## config.mk

```make
export PLATFORM = sky130hd
export DESIGN_NAME = frame_pipeline_alignment
export DESIGN_NICKNAME = d
export VERILOG_FILES = /design/src/hw/frame_pipe_pkg.sv /design/src/hw/frame_pipeline_alignment.sv /design/src/hw/frame_word_fifo.sv
export SDC_FILE = /design/constraint.sdc
export NUM_CORES = 2
export LEC_CHECK = 0
export BUFFER_PORTS_ARGS = -buffer_cell sky130_fd_sc_hd__buf_2
export CORE_AREA = 10 10 432 434
export CTS_CLUSTER_DIAMETER = 150
export CTS_CLUSTER_SIZE = 16
export DETAILED_ROUTE_END_ITERATION = 10
export DIE_AREA = 0 0 442 444
export GPL_ROUTABILITY_DRIVEN = 0
export GPL_TIMING_DRIVEN = 1
export SLEW_MARGIN = 20
export SYNTH_ARGS = -nofsm -noshare
export SYNTH_HDL_FRONTEND = slang
export SYNTH_HIERARCHICAL = 1
export SYNTH_SLANG_ARGS = --single-unit
```

## constraint.sdc

```tcl
create_clock -name clk -period 11.9 [get_ports clk]
set_input_delay 3.57 -clock clk [delete_from_list [all_inputs] [get_ports clk]]
set_output_delay 3.57 -clock clk [all_outputs]
set_load 0.02 [all_outputs]
```

## src/hw/frame_pipe_pkg.sv

```systemverilog
package frame_pipe_pkg;

   // Clock and link timing.
   localparam int CLK_HZ = 50_000_000;
   localparam int BUS_RATE_KBPS = 2048;
   localparam int BUS_BIT_CYCLES = (CLK_HZ / (BUS_RATE_KBPS * 1000)) > 0 ?
      (CLK_HZ / (BUS_RATE_KBPS * 1000)) : 1;
   localparam int FRAME_BITS = 256;
   localparam int STROBE_SPACING_MCLK = 512;

   // Slot layout: four channel slots of eight bits each per port.
   localparam int SLOT_BITS = 8;
   localparam int CHANNELS = 4;
   localparam int WORD_BITS = SLOT_BITS * CHANNELS;

   // Counter widths.
   localparam int BIT_CNT_W = 9;
   localparam int DIV_W = 8;

   localparam logic [7:0] FRAME_ALIGN_WIDTH = 8'h08;

endpackage : frame_pipe_pkg

```

## src/hw/frame_pipeline_alignment.sv

```systemverilog
// Contract
// - Each input stream fills a shift register over one 32-bit slot of each frame.
// - Frame alignment comes from frame pulse, or from strobe a.
// - All four channels finish in one frame, then outputs load.
// - Output appears exactly two frames after its input.
// - Linear mode drives a frame alignment strobe for a DSP port.
// - A delayed frame strobe lets devices chain on a 2048 kbit bus.
// - Frame-pulse mode ignores bit clock, uses internal 2048 kbit rate.
// - Strobed mode samples on bit clock fall, drives on rise.
`timescale 1ns/1ps
module frame_pipeline_alignment #(
   parameter int FIFO_DEPTH = 32
) (
   input wire logic clk,
   input wire logic resetn,
   input wire logic strobed_serial_mode,
   input wire logic linear_mode,
   input wire logic bit_clk_in,
   input wire logic frame_pulse_in,
   input wire logic strobe_a_in,
   input wire logic strobe_b_in,
   input wire logic pcm_in_a,
   input wire logic compressed_in,
   output logic pcm_out_a,
   output logic pcm_out_a_oe,
   output logic compressed_out,
   output logic compressed_out_oe,
   output logic delayed_frame_out,
   output logic frame_align_out,
   output logic fifo_overflow
);
   localparam int W = frame_pipe_pkg::WORD_BITS;
   localparam int BW = frame_pipe_pkg::BIT_CNT_W;

   // ****************************************
   // Pin synchronisers
   // ****************************************
   logic [2:0] s_bclk, s_fp, s_sa, s_sb, s_pcm, s_cmp;
   logic bclk_q, fp_q, sa_q, sb_q;

   always_ff @(posedge clk or negedge resetn)
   begin
      if (!resetn)
      begin
         s_bclk <= 3'h0;
         s_fp <= 3'h0;
         s_sa <= 3'h0;
         s_sb <= 3'h0;
         s_pcm <= 3'h0;
         s_cmp <= 3'h0;
         bclk_q <= 1'b0;
         fp_q <= 1'b0;
         sa_q <= 1'b0;
         sb_q <= 1'b0;
      end
      else
      begin
         s_bclk <= {s_bclk[1:0], bit_clk_in};
         s_fp <= {s_fp[1:0], frame_pulse_in};
         s_sa <= {s_sa[1:0], strobe_a_in};
         s_sb <= {s_sb[1:0], strobe_b_in};
         s_pcm <= {s_pcm[1:0], pcm_in_a};
         s_cmp <= {s_cmp[1:0], compressed_in};
         if (s_bclk[1] == s_bclk[2])
            bclk_q <= s_bclk[2];
         if (s_fp[1] == s_fp[2])
            fp_q <= s_fp[2];
         if (s_sa[1] == s_sa[2])
            sa_q <= s_sa[2];
         if (s_sb[1] == s_sb[2])
            sb_q <= s_sb[2];
      end
   end

   wire bclk_agree = s_bclk[1] == s_bclk[2];
   wire bclk_rise_ext = bclk_agree && s_bclk[2] && !bclk_q;
   wire bclk_fall_ext = bclk_agree && !s_bclk[2] && bclk_q;
   wire fp_fall = (s_fp[1] == s_fp[2]) && !s_fp[2] && fp_q;
   wire sa_rise = (s_sa[1] == s_sa[2]) && s_sa[2] && !sa_q;
   wire sb_rise = (s_sb[1] == s_sb[2]) && s_sb[2] && !sb_q;

   // ****************************************
   // Internal bit rate for frame-pulse mode
   // ****************************************
   logic [frame_pipe_pkg::DIV_W-1:0] div_cnt;
   logic int_phase;
   // Each bit spans two half-bit ticks: sample on one, drive on the next.
   wire div_wrap = div_cnt ==
      frame_pipe_pkg::DIV_W'(frame_pipe_pkg::BUS_BIT_CYCLES / 2 - 1);
   wire int_tick = div_wrap && frame_pipe_pkg::BUS_BIT_CYCLES > 1;

   always_ff @(posedge clk or negedge resetn)
   begin
      if (!resetn)
      begin
         div_cnt <= '0;
         int_phase <= 1'b0;
      end
      else if (fp_fall || div_wrap)
      begin
         div_cnt <= '0;
         int_phase <= fp_fall ? 1'b1 : !int_phase;
      end
      else
      begin
         div_cnt <= div_cnt + 1'b1;
      end
   end

   // Bit clock is ignored in frame-pulse mode.
   wire drive_edge = strobed_serial_mode ? bclk_rise_ext
                                         : (int_tick && !int_phase);
   wire sample_edge = strobed_serial_mode ? bclk_fall_ext
                                          : (int_tick && int_phase);
   // Strobe a marks the frame start; strobe b alone just re-aligns slots.
   wire frame_event = strobed_serial_mode ? sa_rise : fp_fall;

   // ****************************************
   // Bit counter and slot windows
   // ****************************************
   logic [BW-1:0] bit_cnt;
   logic [BW-1:0] b_cnt;
   logic b_active;
   wire in_slot_a = bit_cnt < BW'(W);
   wire in_slot_b = b_active && b_cnt < BW'(W);

   always_ff @(posedge clk or negedge resetn)
   begin
      if (!resetn)
      begin
         bit_cnt <= '1;
         b_cnt <= '1;
         b_active <= 1'b0;
      end
      else
      begin
         if (frame_event)
            bit_cnt <= '0;
         else if (sample_edge && bit_cnt != '1)
            bit_cnt <= bit_cnt + 1'b1;
         if (sb_rise || (!strobed_serial_mode && frame_event))
         begin
            b_cnt <= '0;
            b_active <= 1'b1;
         end
         else if (sample_edge && b_cnt != '1)
            b_cnt <= b_cnt + 1'b1;
      end
   end

   // ****************************************
   // Three-stage frame pipeline
   // ****************************************
   logic [W-1:0] sh_pcm, sh_cmp, tx_pcm, tx_cmp;
   logic [1:0] fill;
   logic word_ok;
   logic [BW-1:0] tx_a_cnt, tx_b_cnt;
   wire fifo_in_ready, fifo_out_valid;
   wire [2*W-1:0] fifo_out_data;
   wire b_start = sb_rise || (!strobed_serial_mode && frame_event);
   wire [W-1:0] word_pcm = fifo_out_valid ? fifo_out_data[2*W-1:W] : '0;
   wire [W-1:0] word_cmp = fifo_out_valid ? fifo_out_data[W-1:0] : '0;
   wire load_ok = frame_event ? fifo_out_valid : word_ok;
   wire [W-1:0] cmp_src = frame_event ? word_cmp : tx_cmp;
   wire shift_a = drive_edge && tx_a_cnt < BW'(W);
   wire shift_b = drive_edge && tx_b_cnt < BW'(W);

   always_ff @(posedge clk or negedge resetn)
   begin
      if (!resetn)
      begin
         sh_pcm <= '0;
         sh_cmp <= '0;
         fill <= 2'h0;
         fifo_overflow <= 1'b0;
      end
      else
      begin
         if (sample_edge && in_slot_a)
            sh_pcm <= {sh_pcm[W-2:0], s_pcm[2]};
         if (sample_edge && in_slot_b)
            sh_cmp <= {sh_cmp[W-2:0], s_cmp[2]};
         if (frame_event)
         begin
            // The first event has no complete frame behind it yet.
            if (fill != 2'h2)
               fill <= fill + 2'h1;
            if (fill != 2'h0 && !fifo_in_ready)
               fifo_overflow <= 1'b1;
         end
      end
   end

   // The queue is the processing stage: a frame pushed at one event is
   // popped at the next, so output lags input by two frames.
   frame_word_fifo #(.WIDTH(2 * W), .DEPTH(FIFO_DEPTH)) u_fifo (
      .clk(clk),
      .resetn(resetn),
      .in_valid(frame_event && fill != 2'h0),
      .in_ready(fifo_in_ready),
      .in_data({sh_pcm, sh_cmp}),
      .out_valid(fifo_out_valid),
      .out_ready(frame_event),
      .out_data(fifo_out_data)
   );

   // The first bit of each slot leaves with its strobe; the counters stop
   // the shifting after exactly one word.
   always_ff @(posedge clk or negedge resetn)
   begin
      if (!resetn)
      begin
         tx_pcm <= '0;
         tx_cmp <= '0;
         word_ok <= 1'b0;
         tx_a_cnt <= BW'(W);
         tx_b_cnt <= BW'(W);
      end
      else
      begin
         if (frame_event)
         begin
            word_ok <= fifo_out_valid;
            tx_pcm <= {word_pcm[W-2:0], 1'b0};
            tx_a_cnt <= BW'(1);
         end
         else if (shift_a)
         begin
            tx_pcm <= {tx_pcm[W-2:0], 1'b0};
            tx_a_cnt <= tx_a_cnt + 1'b1;
         end
         if (b_start)
         begin
            tx_cmp <= {cmp_src[W-2:0], 1'b0};
            tx_b_cnt <= BW'(1);
         end
         else if (frame_event)
            tx_cmp <= word_cmp;
         else if (shift_b)
         begin
            tx_cmp <= {tx_cmp[W-2:0], 1'b0};
            tx_b_cnt <= tx_b_cnt + 1'b1;
         end
      end
   end

   // ****************************************
   // Serial outputs and frame strobes
   // ****************************************
   logic [7:0] align_cnt;

   always_ff @(posedge clk or negedge resetn)
   begin
      if (!resetn)
      begin
         pcm_out_a <= 1'b0;
         pcm_out_a_oe <= 1'b0;
         compressed_out <= 1'b0;
         compressed_out_oe <= 1'b0;
         delayed_frame_out <= 1'b0;
         frame_align_out <= 1'b0;
         align_cnt <= 8'h00;
      end
      else
      begin
         if (frame_event)
         begin
            pcm_out_a <= word_pcm[W-1];
            pcm_out_a_oe <= fifo_out_valid;
         end
         else if (drive_edge)
         begin
            pcm_out_a <= tx_pcm[W-1];
            pcm_out_a_oe <= shift_a && word_ok;
         end
         if (b_start)
         begin
            compressed_out <= cmp_src[W-1];
            compressed_out_oe <= load_ok;
         end
         else if (drive_edge)
         begin
            compressed_out <= tx_cmp[W-1];
            compressed_out_oe <= shift_b && word_ok;
         end
         // Pulse during the last bit of our four slots, for the next device.
         if (drive_edge)
            delayed_frame_out <= bit_cnt == BW'(W - 1);
         if (frame_event && linear_mode)
            align_cnt <= frame_pipe_pkg::FRAME_ALIGN_WIDTH;
         else if (drive_edge && align_cnt != 8'h00)
            align_cnt <= align_cnt - 8'h01;
         frame_align_out <= linear_mode && align_cnt != 8'h00;
      end
   end

endmodule : frame_pipeline_alignment

```

## src/hw/frame_word_fifo.sv

```systemverilog
`timescale 1ns/1ps
module frame_word_fifo #(
   parameter int WIDTH = 32,
   parameter int DEPTH = 32
) (
   input wire logic clk,
   input wire logic resetn,
   input wire logic in_valid,
   output logic in_ready,
   input wire logic [WIDTH-1:0] in_data,
   output logic out_valid,
   input wire logic out_ready,
   output logic [WIDTH-1:0] out_data
);
   localparam int AW = $clog2(DEPTH);

   logic [WIDTH-1:0] mem [DEPTH];
   logic [AW-1:0] wr_ptr;
   logic [AW-1:0] rd_ptr;
   logic [AW:0] count;
   wire do_push = in_valid && in_ready;
   wire do_pop = out_valid && out_ready;

   assign in_ready = count != (AW+1)'(DEPTH);
   assign out_valid = count != '0;
   assign out_data = mem[rd_ptr];

   always_ff @(posedge clk)
   begin
      if (do_push)
      begin
         mem[wr_ptr] <= in_data;
      end
   end

   always_ff @(posedge clk or negedge resetn)
   begin
      if (!resetn)
      begin
         wr_ptr <= '0;
         rd_ptr <= '0;
         count <= '0;
      end
      else
      begin
         if (do_push)
         begin
            wr_ptr <= (wr_ptr == AW'(DEPTH - 1)) ? '0 : wr_ptr + 1'b1;
         end
         if (do_pop)
         begin
            rd_ptr <= (rd_ptr == AW'(DEPTH - 1)) ? '0 : rd_ptr + 1'b1;
         end
         count <= count + (AW+1)'(do_push) - (AW+1)'(do_pop);
      end
   end

endmodule : frame_word_fifo

```

---- Word-level counts from Yosys, hierarchy flattened ----
Memories as Yosys holds them, arrays and structs flattened.
Cells that the tools add are included.
cells by class
  add/subtract/negate cells ............... 11
  $lt $le $gt $ge ......................... 4
  equality and inequality tests ........... 13
  mux-type cells .......................... 37
  reduce and logical (&&, ||, !) cells .... 53
operators by type and width
  operator                                            count
  two-way mux 32 bit                                  8
  two-way mux 9 bit                                   9
  adder 9 x 1 -> 9 bit, second input constant         4
  < comparator 9 x 6 -> 1 bit, second input constant  4
  logical AND 1 bit                                   29
  two-way mux 8 bit                                   3
  inequality test 9 bit, second input constant        2
  nonzero test 2 bit                                  8
  two-way mux 1 bit                                   15
  adder 5 x 1 -> 5 bit, second input constant         2
  == test 5 bit, second input constant                2
  two-way mux 5 bit                                   2
  == test 9 x 5 -> 1 bit, second input constant       1
  adder 8 x 1 -> 8 bit, second input constant         1
  == test 8 x 4 -> 1 bit, second input constant       1
  logical NOT 1 bit                                   8
  nonzero test 8 bit                                  1
  subtractor 8 x 1 -> 8 bit, second input constant    1
  adder 6 x 1 -> 6 bit                                1
  inequality test 6 bit, second input constant        1
  AND reduction 2 bit                                 3
  nonzero test 6 bit                                  1
  subtractor 6 x 1 -> 6 bit                           1
  == test 1 bit                                       4
  5 further kinds                                     6
word-level totals
  bits in registers ....................... 230
  RAM bits ................................ 2048
  input port bits ......................... 10
  output and inout port bits .............. 7
  logic and storage cells ................. 153
  memories kept ........................... 1
memory list
  name        words  width  rd ports  clocked after Yosys merged registers in  wr ports  RTL line               text
  u_fifo.mem  32     64     1         0                                        1         frame_word_fifo.sv:17  logic [WIDTH-1:0] mem [DEPTH];

---- Logic depth before layout (Yosys ltp) ----
  depth in word-level cells ............... 8
  mapped depth ............................ 17

---- Modules after synthesis ----
The synthesis kept the hierarchy.
modules (own cells, without submodules)
  module                    times used  cells an instance  area an instance (um^2)  seq. area each (um^2)
  frame_word_fifo           1           3545               78730.5                  61899.4
  frame_pipeline_alignment  1           773                9486.6                   5355.1

---- Worst setup path before layout ----
No wires, ideal clock.
  path type ............................... input to register
  start ................................... input port strobed_serial_mode
  end ..................................... memory u_fifo/mem[15][0] (netlist bit) (enable)
  setup time .............................. 487 ps
  arrival time ............................ 7693 ps
  setup slack ............................. 3720 ps
  stages on the path ...................... 9
  path through ............................ buf_2 -> and3b_1 -> o21ba_2 -> clkbuf_1 -> nor2_1 -> and2_1 -> clkbuf_1 -> nand2_1 -> nor2_1
on the way
  longest elaborated chain between the ends .. 5
RTL lines
  what                                     RTL line                         text
  from (decl)                              frame_pipeline_alignment.sv:16   input wire logic strobed_serial_mode,
  two-way mux 1 bit                        frame_pipeline_alignment.sv:116  wire frame_event = strobed_serial_mode ? sa_rise : fp_fall;
  logical AND 1 bit                        frame_pipeline_alignment.sv:199  .in_valid(frame_event && fill != 2'h0),
  logical AND 1 bit                        frame_word_fifo.sv:21            wire do_push = in_valid && in_ready;
  two-way mux 1 bit                        frame_word_fifo.sv:30            if (do_push)
  two-way mux 1 bit (implied by the code)  frame_word_fifo.sv:32            mem[wr_ptr] <= in_data;
  to (decl)                                frame_word_fifo.sv:17
Every way passes these cells.

---- Final worst setup path ----
  start ................................... input port strobed_serial_mode
  end ..................................... memory u_fifo/mem[28][16] (netlist bit) (enable)
Same word-level chain as after synthesis.

==> impl_metrics.csv <==
group,metric,value,unit
clock_tree,htreeDepth,4,
sta,setup_viol,0,
critical_path,crit_fanout,50,
layout,layout-drive-gt1-share,0.222,
clock_tree,clock-sinks,2277,
clock_tree,cts_resized,0,
sta,slew_viol_final,0,
critical_path,critPathCapture,"u_fifo/mem[28][16]",
floorplan,start_util,0.496,
sta,skew,0.0343,ns
floorplan,io-pin-count,17,
logic_synthesis,yosys.cell_types.count,69,
global_routing,grt_max_degree,122,
logic_synthesis,async_reset_ff_frac,0.101,
sta,relSlewSlack,0.217,
logic_synthesis,yosys.area.top_type_share,0.697,
layout,syn_to_final_growth,8.85,%
clock_tree,post_cts_buffers,0,
clock_tree,numCtsBuffers,160,
drt,antenna_left,0,
layout,fillers,13524,
placed_design,io_buffers,16,
run_status,outcome,"complete, no violations",
clock_tree,clk_pin_slew_worst_paths,0.07,ns
logic_synthesis,yosys_warnings,6,
pwr,pwr_density_cell,199,nW/um2
logic_synthesis,synth_edf_count,2048,
critical_path,critical_path_depth,8,
critical_path,reg2reg_depth,8,
floorplan,fp.dieW,442,um
clock_tree,postCtsHoldBufs,0,
global_routing,grt_overflow_total,0,
drt,dr.first_iter.drc_count,5154,
global_routing,grt_pass1_vias,42559,
floorplan,dieHeight,444,um
critical_path,arrival,7.41,ns
clock_tree,tritoncts,"built",
global_routing,track_usage,0.221,
drt,routed_via_density,6.28,
floorplan,row_count,155,
clock_tree,clock_latency,0.83,ns
logic_synthesis,syn_area,88200,um2
critical_path,path_buf_inv,2,
critical_path,critical_path.top_delay_family,"simple AND/OR/NAND/NOR gates",
logic_synthesis,ys_seq_elements,2277,
logic_synthesis,synth_nets,4361,
drt,vias,43067,
drt,drt_wl_total,220,mm
critical_path,startpoint_type,"input pin",
pwr,peakVddDrop,0.221,mV
logic_synthesis,ys_seq_area_frac,0.762,
clock_tree,cts_buffer_depth,3,
critical_path,rrSetupSlack,7.19,ns
logic_synthesis,synth_flop_cell,"edfxtp_1",
logic_synthesis,avgSynthCellArea,20.4,um2
critical_path,critical-path-max-stage-delay,0.86,ns
sta,finalCritPeriodShare,0.587,
critical_path,slowest_stage,"buf_4",
floorplan,die-area,196000,um2
placed_design,dp_hpwl,128,mm
critical_path,reg2reg_to,"tx_cmp[5]",
drt,dr.pass1.iters,6,
flow_run,maxCapViolations,0,
layout,nNetsFinal,4409,
global_routing,antenna_found_initial,13,
drt,route.detailed.drc,0,
logic_synthesis,synth_top_area_cell,"edfxtp_1",
sta,rsz0062_at_grt,"no",
global_routing,grt_pass1_wl,316,mm
drt,wire_per_inst,32.0,um
clock_tree,clockRootBuffer,"clkbuf_16",
logic_synthesis,synthTopCellsByArea,"edfxtp_1, mux4_2, dfrtp_1",
sta,tns,0,ns
hold_path,min_path_cells,0,
critical_path,crit_start,"strobed_serial_mode",
floorplan,fp.coreArea,178000,um2
sta,clock.fmax,143,MHz
sta,worst_slew_pin_slew,1.16,ns
sta,period_minus_slack,6.99,ns
hold_path,hold_class,"reg -> reg",
critical_path,worstPathCellList,"buf_2, and3b_1, o21ba_2, nor2_1, and2_1, nand2_1, nor2_4, buf_4",
critical_path,worstPathRequired,12.32,ns
critical_path,crit_type,"in -> reg",
critical_path,endpoint_kind,"flip-flop",
logic_synthesis,postSynthCellCount,4318,
critical_path,r2r-start,"u_fifo/rd_ptr[0]",
sta,whs,0.349,ns
sta,hold_viol_final,0,
pwr,p_leak,0.0328,uW
-- flip-flops by register name, indices dropped and copies added (netlist names), 5 cells and up --
signal	flops
u_fifo/wr_ptr	5
u_fifo/mem	2048
sh_cmp	32
tx_a_cnt	9
tx_b_cnt	9
div_cnt	8
b_cnt	9
tx_pcm	31
bit_cnt	9
u_fifo/count	6
sh_pcm	32
u_fifo/rd_ptr	5
tx_cmp	32
align_cnt	8
-- layout make-up --
cell class | instances | area [um2] | area share
flip-flops and latches | 2277 | 67300 | 0.701
inverters | 30 | 115 | 0.00120
well taps | 2355 | 2950 | 0.0307
clock buffers | 276 | 4440 | 0.0462
clock inverters | 17 | 302 | 0.00314
multi-input cells | 1757 | 19800 | 0.206
repair buffers | 140 | 1100 | 0.0114
diodes | 4 | 10.0 | 0.000104
-- kinds of logic after synthesis --
| family | after synthesis | synth area share |
|---|---|---|
| compound gates | 484 | 0.0395 |
| xor+xnor | 30 | 0.00298 |
| fa+ha+maj | 33 | 0.00477 |
| buf+inv | 284 | 0.0172 |
| flops | 2277 | 0.762 |
| mux | 807 | 0.148 |
| simple gates | 403 | 0.0256 |
-- worst register-to-register path, stage by stage (launching register included) --
cell and delay (ns):
dfrtp_4 0.69, buf_4 0.73, buf_12 0.65, mux4_2 0.77
a22o_1 0.20, nor4b_1 0.93, nor3_1 0.30, mux2i_1 0.22
o22ai_1 0.09
-- placed cells by master, fill, tap and decap left out, drive strengths merged, types with 19 or more instances in the layout --
cell    synthesis  final
o21ai          54     54
buf           150    140
nor3           34     34
a22o           65     65
a31oi          37     37
a221o          32     32
nand2         112    112
nand3          60     60
inv            30     39
dfrtp         209    209
ha             32     32
nor2           81     81
o221a          32     32
a21oi          19     19
edfxtp       2048   2048
mux4          382    382
dfstp          20     20
o22ai         187    187
nor4b          30     30
clkbuf        104    276
mux2          133    133
mux2i         292    292
a22oi          35     35
-- metal layers --
metal  track usage  up-vias  routed length (um)  share of wire
li1              -    17865                   -              -
met1         0.318    23169               91700           0.42
met2         0.336     1747              101000           0.46
met3        0.0555      278               20900          0.095
met4        0.0618        8                5950          0.027
met5             0        -                  60        0.00027
-- worst min-delay path by stage --
stage | from | end | slack [ns]
after global placement | s_pcm[1] | s_pcm[2] | 0.34
final | s_sa[0] | s_sa[1] | 0.35
after floorplan | s_bclk[0] | s_bclk[1] | 0.33
after detailed placement | s_sa[0] | s_sa[1] | 0.34
after global routing | s_sa[0] | s_sa[1] | 0.36
after CTS | s_sa[0] | s_sa[1] | 0.35
-- power by group --
group	internal, uW	switching, uW	total, uW
logic	1780	2700	4470
clock network	2590	2700	5290
registers	9040	282	9320
-- stage by stage --
stage          worst slack (ns)  total power [uW]  utilization  instance area, um2  std cells
6_report                   4.91             19100        0.540               96000       6856
5_1_grt                    4.81             19800        0.540               96000       6852
4_1_cts                    4.97             19200        0.540               96000       6851
3_5_place_dp               4.08             14000        0.513               91200       6558
3_3_place_gp               4.14             14000        0.513               91200       6558
2_1_floorplan              3.72             12500            -               88200       4318
-- cells in the mapped netlist, drive strengths merged, types with 13 or more instances --
library cell     n
a22oi           35
xor2            16
nand2          112
o22ai          187
nor2            81
nor4b           30
inv             30
a21oi           19
dfrtp          209
o221a           32
a31oi           37
and2            13
xnor2           14
buf            150
nor3            34
mux2           133
edfxtp        2048
clkbuf         104
a22o            65
mux4           382
nand3           60
and3            13
ha              32
a221o           32
dfstp           20
o21ai           54
mux2i          292
(Power assumes the default switching activity.)
